--- config.mk ---
export PLATFORM = sky130hd
export DESIGN_NAME = rail_strobe_assignment
export DESIGN_NICKNAME = d
export VERILOG_FILES = /design/src/include/strobe_slot_pkg.sv /design/src/core/gap_timer.sv /design/src/core/rail_enable_ctrl.sv /design/src/core/rail_strobe_assignment.sv
export SDC_FILE = /design/constraint.sdc
export NUM_CORES = 1
export LEC_CHECK = 0
export BUFFER_PORTS_ARGS = -buffer_cell sky130_fd_sc_hd__buf_2
export CORE_ASPECT_RATIO = 1.25
export CORE_UTILIZATION = 55
export DETAILED_ROUTE_END_ITERATION = 10
export GPL_TIMING_DRIVEN = 1
export PLACE_DENSITY_LB_ADDON = 0.12
export SYNTH_ARGS = -nofsm -noshare
export SYNTH_HDL_FRONTEND = slang
export SYNTH_SLANG_ARGS = --single-unit
--- constraint.sdc ---
create_clock -name clk -period 3.5 [get_ports clk]
set_input_delay 0.175 -clock clk [delete_from_list [all_inputs] [get_ports clk]]
set_output_delay 0.175 -clock clk [all_outputs]
set_load 0.01 [all_outputs]
--- src/include/strobe_slot_pkg.sv ---
// Purpose: shared constants, types and decoding for the rail strobe assignment block
// Assumes: 40 MHz device clock, 8-bit register port
// Notes: rail index order is fixed by RAIL_* below
package strobe_slot_pkg;

   localparam int ADDR_W = 8;
   localparam int DATA_W = 8;
   localparam int NUM_RAILS = 6;
   localparam int STROBE_W = 4;
   localparam int NUM_GAPS = 9;
   localparam int GAP_CNT_W = 21;

   localparam logic [ADDR_W-1:0] BUCK_PAIR_OFS = 8'h23;
   localparam logic [ADDR_W-1:0] BACKUP_OFS = 8'h24;
   localparam logic [ADDR_W-1:0] SWITCH_REG_OFS = 8'h25;
   localparam logic [ADDR_W-1:0] OUTPUT_PIN_OFS = 8'h26;

   localparam logic [DATA_W-1:0] BUCK_PAIR_RST = 8'h84;
   localparam logic [DATA_W-1:0] BACKUP_RST = 8'h10;
   localparam logic [DATA_W-1:0] SWITCH_REG_RST = 8'h88;
   localparam logic [DATA_W-1:0] OUTPUT_PIN_RST = 8'h08;
   // writable bits of the backup register: 5-4 and 1-0
   localparam logic [DATA_W-1:0] BACKUP_WMASK = 8'h33;
   localparam logic [DATA_W-1:0] READ_UNMAPPED = 8'h00;

   localparam int HI_LSB = 4;
   localparam int BK6_LSB = 4;
   localparam int BK5_LSB = 0;
   localparam int LO_LSB = 0;
   localparam int BK_FIELD_W = 2;

   localparam logic [STROBE_W-1:0] FIRST_STROBE = 4'h1;
   localparam logic [STROBE_W-1:0] SEALED_FIRST_STROBE = 4'h3;
   localparam logic [STROBE_W-1:0] LAST_STROBE = 4'ha;
   localparam logic [STROBE_W-1:0] NO_STROBE = 4'h0;
   localparam logic [STROBE_W-1:0] BACKUP_CODE_LO = 4'h1;
   localparam logic [STROBE_W-1:0] BACKUP_CODE_HI = 4'h2;

   localparam int RAIL_BUCK4 = 0;
   localparam int RAIL_BUCK3 = 1;
   localparam int RAIL_BACKUP6 = 2;
   localparam int RAIL_BACKUP5 = 3;
   localparam int RAIL_SWITCH = 4;
   localparam int RAIL_REGULATOR = 5;
   localparam logic [NUM_RAILS-1:0] BACKUP_RAILS = 6'h0c;

   localparam longint CLK_HZ = 40_000_000;
   localparam longint GAP_SHORT_MS = 2;
   localparam longint GAP_LONG_MS = 5;
   localparam longint DOWN_FACTOR = 10;
   localparam longint SHORT_GAP_CYC = CLK_HZ / 1000 * GAP_SHORT_MS;
   localparam longint LONG_GAP_CYC = CLK_HZ / 1000 * GAP_LONG_MS;

   typedef struct packed {
      logic valid;
      logic up;
      logic [STROBE_W-1:0] num;
   } strobe_evt_t;

   typedef enum {SEQ_IDLE, SEQ_STROBE, SEQ_WAIT} seq_state_t;

   // strobe at which a field enables its rail, NO_STROBE when unsequenced
   function automatic logic [STROBE_W-1:0] strobe_of(input logic [STROBE_W-1:0] code,
                                                      input logic isBackup);
      logic [STROBE_W-1:0] s;
      s = NO_STROBE;
      if (isBackup)
      begin
         if (code == BACKUP_CODE_LO || code == BACKUP_CODE_HI)
            s = code;
      end
      else if (code >= SEALED_FIRST_STROBE && code <= LAST_STROBE)
         s = code;
      return s;
   endfunction : strobe_of

endpackage : strobe_slot_pkg

--- src/core/gap_timer.sv ---
// Purpose: one-shot down counter timing the gap between two strobes
// Assumes: loadValue is at least one cycle
// Notes: done pulses exactly loadValue cycles after load
`timescale 1ns/1ps
module gap_timer
   import strobe_slot_pkg::*;
#(
   parameter int CNT_W = GAP_CNT_W
)
(
   input wire logic clk,
   input wire logic sys_rst,
   input wire logic load,
   input wire logic [CNT_W-1:0] loadValue,
   output logic done
);

   logic [CNT_W-1:0] count_reg;
   logic [CNT_W-1:0] elapsed_reg;
   logic [CNT_W-1:0] loaded_reg;

   always_ff @(posedge clk or posedge sys_rst)
   begin
      if (sys_rst)
         count_reg <= '0;
      else if (load)
         count_reg <= loadValue;
      else if (count_reg != '0)
         count_reg <= count_reg - 1'b1;
   end

   always_comb
   begin
      done = (count_reg == {{(CNT_W-1){1'b0}}, 1'b1}) && !load;
   end

   // helper for checking only
   always_ff @(posedge clk or posedge sys_rst)
   begin
      if (sys_rst)
      begin
         elapsed_reg <= '0;
         loaded_reg <= '0;
      end
      else if (load)
      begin
         elapsed_reg <= {{(CNT_W-1){1'b0}}, 1'b1};
         loaded_reg <= loadValue;
      end
      else
         elapsed_reg <= elapsed_reg + 1'b1;
   end
endmodule : gap_timer

--- src/core/rail_enable_ctrl.sv ---
// Purpose: per-rail enable state driven by strobe events and strobe fields
// Assumes: one strobe event at most per cycle
// Notes: backup rails stay on once the seal is broken
`timescale 1ns/1ps
module rail_enable_ctrl
   import strobe_slot_pkg::*;
#(
   parameter int N = NUM_RAILS
)
(
   input wire logic clk,
   input wire logic sys_rst,
   input strobe_evt_t evt,
   input wire logic [N-1:0][STROBE_W-1:0] slotCodes,
   input wire logic [N-1:0] backupMask,
   input wire logic sealBroken,
   output logic [N-1:0] railEnable
);

   logic [N-1:0][STROBE_W-1:0] slotStrobe;

   genvar i;
   generate
      for (i = 0; i < N; i++)
      begin : g_rail
         assign slotStrobe[i] = strobe_of(slotCodes[i], backupMask[i]);

         // unsequenced codes never match: strobe numbers start at one
         always_ff @(posedge clk or posedge sys_rst)
         begin
            if (sys_rst)
               railEnable[i] <= 1'b0;
            else if (evt.valid && slotStrobe[i] == evt.num && slotStrobe[i] != NO_STROBE)
            begin
               if (evt.up)
                  railEnable[i] <= 1'b1;
               else if (!(backupMask[i] && sealBroken))
                  railEnable[i] <= 1'b0;
            end
         end

      end
   endgenerate
endmodule : rail_enable_ctrl

--- src/core/rail_strobe_assignment.sv ---
// Purpose: strobe slot registers and the power-up/power-down strobe walk
// Assumes: register port is a plain synchronous strobe interface
// Notes: gap delay bits, delay factor and seal flag come from outside
//
// How it works
// - buck pair register at 0x23, resets 0x84
// - codes 3h-Ah enable at strobes 3-10
// - other four-bit codes leave rail unsequenced
// - backup register at 0x24, resets 0x10
// - backup codes 1h,2h strobe one,two; others none
// - strobes one and two only when unsealed
// - broken seal: backup rails never switched off
// - switch/regulator register at 0x25, resets 0x88
// - output pin register at 0x26, resets 0x08
// - gap between strobes is 2 or 5 ms
// - delay factor multiplies power-down gaps by ten
`timescale 1ns/1ps
module rail_strobe_assignment
   import strobe_slot_pkg::*;
#(
   parameter int CNT_W = GAP_CNT_W,
   parameter logic [GAP_CNT_W-1:0] SHORT_GAP_CYCLES = GAP_CNT_W'(SHORT_GAP_CYC),
   parameter logic [GAP_CNT_W-1:0] LONG_GAP_CYCLES = GAP_CNT_W'(LONG_GAP_CYC)
)
(
   input wire logic clk,
   input wire logic sys_rst,
   input wire logic regWrite,
   input wire logic regRead,
   input wire logic [ADDR_W-1:0] regAddr,
   input wire logic [DATA_W-1:0] regWdata,
   input wire logic writeUnlocked,
   output logic [DATA_W-1:0] readData,
   output logic readValid,
   input wire logic [NUM_GAPS-1:0] gapDelaySel,
   input wire logic power_down_delay_factor,
   input wire logic backup_seal_flag,
   input wire logic powerUpReq,
   input wire logic powerDownReq,
   output logic [NUM_RAILS-1:0] railEnable,
   output logic [STROBE_W-1:0] activeStrobe,
   output logic seqBusy,
   output logic seqDone
);

   logic [DATA_W-1:0] buckPair_reg;
   logic [DATA_W-1:0] backup_reg;
   logic [DATA_W-1:0] switchReg_reg;
   logic [DATA_W-1:0] outputPin_reg;
   logic [DATA_W-1:0] readData_reg;
   logic readValid_reg;
   logic [DATA_W-1:0] readData_next;
   logic writeOk;

   seq_state_t state_reg;
   logic up_reg;
   logic sealLatched_reg;
   logic [STROBE_W-1:0] strobe_reg;
   logic seqDone_reg;
   logic [STROBE_W-1:0] lowStrobe;
   logic lastStrobe;
   logic timerLoad;
   logic timerDone;
   logic gapLong;
   logic [CNT_W-1:0] baseGap;
   logic [CNT_W-1:0] gapCycles;
   strobe_evt_t evt;
   logic [NUM_RAILS-1:0][STROBE_W-1:0] slotCodes;

   // register writes are dropped silently while the password is not satisfied
   always_comb
   begin
      writeOk = regWrite && writeUnlocked;
   end

   always_ff @(posedge clk or posedge sys_rst)
   begin
      if (sys_rst)
      begin
         buckPair_reg <= BUCK_PAIR_RST;
         backup_reg <= BACKUP_RST;
         switchReg_reg <= SWITCH_REG_RST;
         outputPin_reg <= OUTPUT_PIN_RST;
      end
      else if (writeOk)
      begin
         if (regAddr == BUCK_PAIR_OFS)
            buckPair_reg <= regWdata;
         else if (regAddr == BACKUP_OFS)
            backup_reg <= regWdata & BACKUP_WMASK;
         else if (regAddr == SWITCH_REG_OFS)
            switchReg_reg <= regWdata;
         else if (regAddr == OUTPUT_PIN_OFS)
            outputPin_reg <= regWdata;
      end
   end

   always_comb
   begin
      if (regAddr == BUCK_PAIR_OFS)
         readData_next = buckPair_reg;
      else if (regAddr == BACKUP_OFS)
         readData_next = backup_reg;
      else if (regAddr == SWITCH_REG_OFS)
         readData_next = switchReg_reg;
      else if (regAddr == OUTPUT_PIN_OFS)
         readData_next = outputPin_reg;
      else
         readData_next = READ_UNMAPPED;
   end

   always_ff @(posedge clk or posedge sys_rst)
   begin
      if (sys_rst)
      begin
         readData_reg <= '0;
         readValid_reg <= 1'b0;
      end
      else
      begin
         readValid_reg <= regRead;
         if (regRead)
            readData_reg <= readData_next;
      end
   end

   assign readData = readData_reg;
   assign readValid = readValid_reg;

   always_comb
   begin
      slotCodes[RAIL_BUCK4] = buckPair_reg[HI_LSB +: STROBE_W];
      slotCodes[RAIL_BUCK3] = buckPair_reg[LO_LSB +: STROBE_W];
      slotCodes[RAIL_BACKUP6] = STROBE_W'(backup_reg[BK6_LSB +: BK_FIELD_W]);
      slotCodes[RAIL_BACKUP5] = STROBE_W'(backup_reg[BK5_LSB +: BK_FIELD_W]);
      slotCodes[RAIL_SWITCH] = switchReg_reg[HI_LSB +: STROBE_W];
      slotCodes[RAIL_REGULATOR] = switchReg_reg[LO_LSB +: STROBE_W];
   end

   // strobe walk: up runs low to ten, down runs ten back to low
   always_comb
   begin
      lowStrobe = sealLatched_reg ? SEALED_FIRST_STROBE : FIRST_STROBE;
      lastStrobe = up_reg ? (strobe_reg == LAST_STROBE) : (strobe_reg == lowStrobe);
      evt.valid = (state_reg == SEQ_STROBE);
      evt.up = up_reg;
      evt.num = strobe_reg;
      timerLoad = (state_reg == SEQ_STROBE) && !lastStrobe;
   end

   // gap k sits between strobe k and k+1; bit 0 selects gap one
   // index runs off the ends at strobe ten going up and strobe one going down; only read while loading
   always_comb
   begin
      if (up_reg)
         gapLong = gapDelaySel[strobe_reg - FIRST_STROBE];
      else
         gapLong = gapDelaySel[strobe_reg - FIRST_STROBE - 1'b1];
      baseGap = gapLong ? LONG_GAP_CYCLES : SHORT_GAP_CYCLES;
      if (!up_reg && power_down_delay_factor)
         gapCycles = CNT_W'(baseGap * CNT_W'(DOWN_FACTOR));
      else
         gapCycles = baseGap;
   end

   always_ff @(posedge clk or posedge sys_rst)
   begin
      if (sys_rst)
      begin
         state_reg <= SEQ_IDLE;
         up_reg <= 1'b1;
         sealLatched_reg <= 1'b0;
         strobe_reg <= NO_STROBE;
      end
      else
      begin
         case (state_reg)
            SEQ_IDLE:
            begin
               // seal state is frozen for the whole walk so the range is stable
               if (powerUpReq)
               begin
                  up_reg <= 1'b1;
                  sealLatched_reg <= backup_seal_flag;
                  strobe_reg <= backup_seal_flag ? SEALED_FIRST_STROBE : FIRST_STROBE;
                  state_reg <= SEQ_STROBE;
               end
               else if (powerDownReq)
               begin
                  up_reg <= 1'b0;
                  sealLatched_reg <= backup_seal_flag;
                  strobe_reg <= LAST_STROBE;
                  state_reg <= SEQ_STROBE;
               end
            end
            SEQ_STROBE:
            begin
               if (lastStrobe)
                  state_reg <= SEQ_IDLE;
               else
                  state_reg <= SEQ_WAIT;
            end
            SEQ_WAIT:
            begin
               if (timerDone)
               begin
                  strobe_reg <= up_reg ? strobe_reg + 1'b1 : strobe_reg - 1'b1;
                  state_reg <= SEQ_STROBE;
               end
            end
            default:
               state_reg <= SEQ_IDLE;
         endcase
      end
   end

   always_ff @(posedge clk or posedge sys_rst)
   begin
      if (sys_rst)
         seqDone_reg <= 1'b0;
      else
         seqDone_reg <= (state_reg == SEQ_STROBE) && lastStrobe;
   end

   assign seqDone = seqDone_reg;
   assign seqBusy = (state_reg != SEQ_IDLE);
   assign activeStrobe = strobe_reg;

   gap_timer #(
      .CNT_W(CNT_W)
   ) u_gap_timer (
      .clk(clk),
      .sys_rst(sys_rst),
      .load(timerLoad),
      .loadValue(gapCycles),
      .done(timerDone)
   );

   rail_enable_ctrl #(
      .N(NUM_RAILS)
   ) u_rail_ctrl (
      .clk(clk),
      .sys_rst(sys_rst),
      .evt(evt),
      .slotCodes(slotCodes),
      .backupMask(BACKUP_RAILS),
      .sealBroken(backup_seal_flag),
      .railEnable(railEnable)
   );
endmodule : rail_strobe_assignment

==> run_results.csv, run 1 <==
group,metric,value,unit
place,place.gp.congestion,0.8227,
drt,drc_errors,0,
synth,synth-adder-area-share,3.518,%
floorplanning,rows,35,
cts,cts.clk_slew.worst_paths,0.09,ns
synth,synth-edff-count,0,
critical_path,crit_type,"reg -> reg",
run_status,status,"complete, no violations",
cts,cts_hold_buf,0,
cts,cts_tree,"yes",
drt,ant_nets,0,
floorplanning,coreArea,7445,um2
layout,largest_reg_flops,21,
flow_run,maxCapViolations,0,
floorplanning,ioPinCount,55,
critical_path,cp-end-kind,"flop",
drt,avgViaCountPerCell,6.230,
timing,report.final.slew_viol_count,0,
drt,dr_total_vias,3420,
synth,synth.most_common_cell,"dfrtp_1",
synth,synth.top_cell.area_share,38.70,%
cts,cts.sinks,73,
floorplanning,die_w,80.79,um
layout,syn_to_final_growth,12.25,%
drt,drt_iter0_drc,262,
synth,synth.area.top_cells,"dfrtp_1 39%, mux2_2 9.5%, dfstp_2 4.3%",
timing,hold-worst-slack,0.0002530,ns
grt,track_usage,26.09,%
min_path,hold_class,"in -> async",
synth,ys_seq_area_share,43.01,%
synth,ys_ff_latch,73,
synth,synthMuxAreaShare,12.31,%
synth,synth_area,4268,um2
grt,grt_pass1_vias,3265,
synth,synth-simple-area-share,18.09,%
synth,synth-compound-area-share,13.87,%
timing,min_period,2.767,ns
timing,finalSetupTns,0,ns
critical_path,critPathRequiredTime,3.78,ns
grt,grt_max_degree,45,
power_and_ir_drop,leakage,2.131,nW
layout,nFillCells,642,
timing,hold_violations,0,
synth,synth_xor_area_share,6.127,%
place,place_hpwl,7.261,mm
cts,cts_resized,0,
grt,antenna_found_initial,0,
timing,maxSlewHeadroom,40.16,%
timing,setup_viol,0,
cts,cts.htree.levels,3,
drt,wire_per_inst,17.84,um
timing,max_freq,0.3615,GHz
synth,synth_top_area_cell,"dfrtp_1",
floorplanning,initial_core_util,57.33,%
critical_path,crit_arrival,3.04,ns
timing,tightest_slew,0.8962,ns
drt,drtPass1Iterations,4,
critical_path,r2r-start,"up_reg$_DFFE_PP1P_",
drt,wirelength,9.792,mm
synth,syn_avg_cell_area,10.64,um2
critical_path,cp_max_fo,14,
grt,grt_pass1_wl,15.89,mm
cts,clk_path_buf_depth,2,
power_and_ir_drop,ir_worst_vdd,0.3896,mV
synth,synthCells,401,
synth,syn-num-nets,447,
place,io_buffers,54,
synth,yosys_warnings,0,
synth,synth_top_family_by_area,"simple AND/OR/NAND/NOR gates",
floorplanning,dieArea,8118,um2
timing,skew,0.01144,ns
timing,finalCritPeriodShare,79.05,%
synth,synth_top_flop_cell,"dfrtp_1",
power_and_ir_drop,power_density,670.0,nW/um2
cts,cts_made_buffers,9,
grt,grt_overflow_total,0,
synth,ys_async_sr_fraction,100.0,%
synth,ys_types,66,
critical_path,startpoint,"up_reg$_DFFE_PP1P_",
cts,postCtsSetupBuffers,0,
floorplanning,die_y,100.5,um
cts,clk_latency,0.36,ns
cts,root_buffer,"clkbuf_8",
critical_path,start_kind,"flop",
synth,synth_common_cells,"66 x dfrtp_1, 36 x mux2_2, 25 x nand2_1",
layout,final_nets,498,
timing,rsz0062_at_grt,"no",
layout,diodes,0,
layout,drive_above_1_share,29.32,%
[metal layers]
layer,vias up,track usage (%),part of all wire (%)
li1,1621,-,-
met1,1695,30.09,40
met2,80,46.94,54
met3,24,3.891,3.1
met4,0,11.95,2.7
met5,-,0,0
[cell type report]
type	count	area (um2)	area share, %
multi-input combinational	295	2301	48.03
clock inverter	7	58.81	1.227
timing repair buffer	58	300.3	6.268
clock buffer	9	123.9	2.586
tap	92	115.1	2.403
inverter	15	56.30	1.175
sequential	73	1836	38.31
[worst paths after layout]
| path | slack, ns | cells past startpoint | end |
|---|---|---|---|
| setup / recovery | 0.73 | 6 | u_gap_timer.count_reg[17]$_DFFE_PP0P_ |
| max in group asynchronous | 2.66 | 3 | backup_reg[4]$_DFFE_PP1P_ |
| setup reg to reg | 0.73 | 6 | u_gap_timer.count_reg[17]$_DFFE_PP0P_ |
| min in group clk | 0.07 | 3 | buckPair_reg[0]$_DFFE_PP0P_ |
| hold reg to reg | 0.51 | 1 | u_rail_ctrl.railEnable[5]$_DFFE_PP0P_ |
| hold / removal | 0.0003 | 2 | readData[6]$_DFFE_PP0P_ |
[per-stage QoR]
| step | power, W | instance area, um2 | std cells | util, % | setup WS, ns |
|---|---|---|---|---|---|
| 4_1_cts | 0.003215 | 4791 | 549 | 64.35 | 0.7421 |
| 5_1_grt | 0.003435 | 4791 | 549 | 64.35 | 0.5725 |
| 3_5_place_dp | 0.002584 | 4608 | 533 | 61.90 | 0.7547 |
| 6_report | 0.003210 | 4791 | 549 | 64.35 | 0.7334 |
| 3_3_place_gp | 0.002545 | 4608 | 533 | 61.90 | 0.8533 |
| 2_1_floorplan | 0.002249 | 4268 | 401 | - | 0.3609 |
[cell families after synthesis]
kind of cell / count (synthesis)
compound gates: 81
xor+xnor: 29
fa+ha+maj: 12
buf+inv: 33
flops: 73
mux: 43
simple gates: 130
[worst max-delay path, stage by stage (launching register included)]
cell and delay [ns]:
dfstp_2 0.69, inv_1 0.23, ha_1 0.32, o311ai_0 0.22
and2_1 0.40, or4b_2 0.71, o211ai_1 0.11
[power breakdown]
part | switching (W) | internal [W] | total, W | leakage, nW
logic | 0.000739 | 0.000585 | 0.00132 | 1.12
clock network | 0.000361 | 0.000268 | 0.000629 | 0.0872
registers | 0.000234 | 0.00102 | 0.00126 | 0.928
[cells in the final DEF, fill, tap and decap left out, drive strengths merged, types with 10 or more instances in the layout]
| cell type | synthesis | routed |
|---|---|---|
| dfrtp | 66 | 66 |
| nor2 | 20 | 20 |
| buf | 9 | 58 |
| ha | 12 | 12 |
| mux2 | 36 | 36 |
| nand2 | 26 | 26 |
| or3 | 10 | 10 |
| a21oi | 14 | 14 |
| o21ai | 10 | 10 |
| inv | 15 | 19 |
| xor2 | 13 | 13 |
| xnor2 | 16 | 16 |
| nor4 | 10 | 10 |
Note: power is estimated with default switching activity, not from simulation.
==> run 2: changes to the inputs <==
--- a/config.mk
+++ b/config.mk
@@ -7,7 +7,7 @@
 export LEC_CHECK = 0
 export BUFFER_PORTS_ARGS = -buffer_cell sky130_fd_sc_hd__buf_2
 export CORE_ASPECT_RATIO = 1.25
-export CORE_UTILIZATION = 55
+export CORE_UTILIZATION = 53
 export DETAILED_ROUTE_END_ITERATION = 10
 export GPL_TIMING_DRIVEN = 1
 export PLACE_DENSITY_LB_ADDON = 0.12
==> constraint.sdc (replaced) <==
create_clock -name clk -period 2.2 [get_ports clk]
set_input_delay 0.11 -clock clk [delete_from_list [all_inputs] [get_ports clk]]
set_output_delay 0.11 -clock clk [all_outputs]
set_load 0.01 [all_outputs]
==> run 2 against run 1 <==
Against the previous run: largest power group unchanged; hold slack gained 0.019 ns; combinational power rose by 120%; routed wire length up 9.0%; final cell count is 11% higher; highest routed layer unchanged; maximum frequency is 29% higher; critical endpoint is now u_gap_timer.count_reg[7]$_DFFE_PP0P_; clock skew is 0.0022 ns lower; die area rose by 3.7%; flip-flop and latch count did not move.
==> run_results.csv, run 2 (same netlist as run 1, synthesis figures left out) <==
group,metric,value,unit
run_status,status,"complete, no violations",
layout,largest_reg_flops,21,
power_and_ir_drop,power_density,1109,nW/um2
critical_path,reg2reg_slack,0.05,ns
power_and_ir_drop,ir_worst_vdd,0.6612,mV
grt,grt_max_degree,74,
grt,grt_pass1_vias,3507,
timing,rsz0062_at_grt,"yes",
place,io_buffers,54,
power_and_ir_drop,leakage,2.440,nW
cts,clk_path_buf_depth,2,
grt,track_usage,27.75,%
critical_path,cp-end-kind,"flop",
critical_path,rr_worst_depth,7,
layout,drive_above_1_share,41.33,%
drt,avgViaCountPerCell,5.979,
grt,grt_overflow_total,0,
cts,cts.htree.levels,3,
floorplanning,die_w,82.26,um
timing,report.final.slew_viol_count,0,
cts,cts.sinks,73,
timing,finalCritPeriodShare,97.77,%
floorplanning,coreArea,7792,um2
layout,mostFrequentLayoutCell,"dfrtp_1",
drt,drc_errors,0,
layout,nFillCells,641,
critical_path,start_kind,"flop",
timing,maxSlewHeadroom,66.67,%
place,place.gp.congestion,0.8769,
drt,wire_per_inst,17.56,um
layout,syn_to_final_growth,26.33,%
critical_path,critPathRequiredTime,2.44,ns
cts,cts_made_buffers,9,
grt,grt_pass1_wl,17.34,mm
timing,max_freq,0.4649,GHz
layout,diodes,0,
cts,cts_tree,"yes",
place,place_hpwl,8.000,mm
critical_path,r2r-end,"u_gap_timer.count_reg[7]$_DFFE_PP0P_",
floorplanning,die_y,102.3,um
flow_run,maxCapViolations,0,
critical_path,crit_type,"reg -> reg",
timing,setup_viol,0,
grt,antenna_found_initial,0,
floorplanning,ioPinCount,55,
drt,drtPass1Iterations,7,
drt,drt_iter0_drc,220,
floorplanning,dieArea,8418,um2
cts,root_buffer,"clkbuf_8",
drt,ant_nets,0,
critical_path,cp_max_fo,9,
drt,wirelength,10.68,mm
timing,tightest_slew,0.4999,ns
drt,dr_total_vias,3635,
floorplanning,rows,36,
floorplanning,initial_core_util,54.77,%
layout,mostFrequentLayoutCells,"65 x dfrtp_1, 57 x buf_4, 54 x buf_2",
layout,final_nets,554,
critical_path,r2r-start,"activeStrobe[0]$_DFFE_PP0P_",
timing,hold_violations,0,
layout,final_area,5391,um2
timing,skew,0.009279,ns
critical_path,crit_path_end,"u_gap_timer.count_reg[7]$_DFFE_PP0P_",
cts,cts.clk_slew.worst_paths,0.08,ns
place,post_dp_cell_area,5030,um2
critical_path,crit_arrival,2.39,ns
timing,min_period,2.151,ns
cts,clk_latency,0.35,ns
min_path,hold_class,"in -> reg",
layout,final_core_util,69.19,%
critical_path,startpoint,"activeStrobe[0]$_DFFE_PP0P_",
-- run 2: cell types whose count changed in the layout (fill, tap and decap cells not counted), moves of 3 or more --
cell / before / now
a2111oi_0: 4 / 0
buf_4: 4 / 57
nor3_1: 9 / 6
nor3_2: 0 / 3
nor4_1: 8 / 4
nor4_2: 0 / 4
-- run 2: stage by stage --
stage | worst slack, ns | hold WS, ns | TNS [ns] | instances | power (W)
floorplan | -0.3422 | 0.1414 | -1.177 | 401 | 0.003710
finish | 0.04906 | 0.01899 | 0 | 608 | 0.005979
detailed placement | -0.05935 | 0.2284 | -0.1640 | 587 | 0.004708
global route | -0.03604 | 0.01147 | -0.1248 | 608 | 0.006397
CTS | 0.004773 | 0.007806 | 0 | 604 | 0.005813
global placement | -0.01182 | 0.2244 | -0.01182 | 587 | 0.004636
-- run 2: worst max-delay path: stages, from the launching register on --
cell     delay (ns)
dfrtp_2        0.46
inv_6          0.07
ha_4           0.22
and3_4         0.15
a22o_1         0.20
or4_4          0.43
a41o_1         0.21
a311o_1        0.30
-- run 2: how the worst min path moves through the flow --
stage,from,end,slack [ns],depth (start not counted)
after floorplan,regRead,readValid$_DFF_PP0_,0.14,0
after global placement,sys_rst,readData[6]$_DFFE_PP0P_,0.22,3
after detailed placement,sys_rst,readData[6]$_DFFE_PP0P_,0.23,3
after CTS,regWdata[0],buckPair_reg[0]$_DFFE_PP0P_,0.008,3
after global routing,regWdata[2],buckPair_reg[2]$_DFFE_PP1P_,0.01,2
final,regWdata[0],buckPair_reg[0]$_DFFE_PP0P_,0.02,3
-- run 2: what timing repair did --
item / in CTS / in global routing
endpoints found under the hold margin: 66 / 0
resized for setup: 5 / 21
cloned: 0 / 0
hold buffers: 1 / 0
endpoints found under the setup margin: 7 / 23
buffers inserted: 0 / 4
pin swaps: 0 / 1
-- run 2: layout make-up --
class / instances / area [um2] / area share (%)
clock inverter: 6 / 66.31 / 1.230
inverter: 15 / 61.31 / 1.137
sequential: 73 / 1837 / 34.07
tap: 95 / 118.9 / 2.205
multi-input combinational: 295 / 2431 / 45.09
clock buffer: 10 / 137.6 / 2.553
timing repair buffer: 114 / 739.5 / 13.72
-- run 2: power breakdown --
group	leakage, nW	internal, W	switching, W	total [W]
clock	0.107	0.000559	0.000528	0.00109
combinational	1.41	0.00145	0.00150	0.00295
sequential	0.927	0.00163	0.000308	0.00194
total	2.44	0.00364	0.00234	0.00598
-- run 2: layer usage --
| metal | up-vias | track usage [%] | part of all wire [%] |
|---|---|---|---|
| li1 | 1733 | - | - |
| met4 | 0 | 11.07 | 2.8 |
| met2 | 80 | 50.03 | 54 |
| met5 | - | 0 | 0 |
| met3 | 23 | 5.000 | 3.3 |
| met1 | 1799 | 31.90 | 40 |
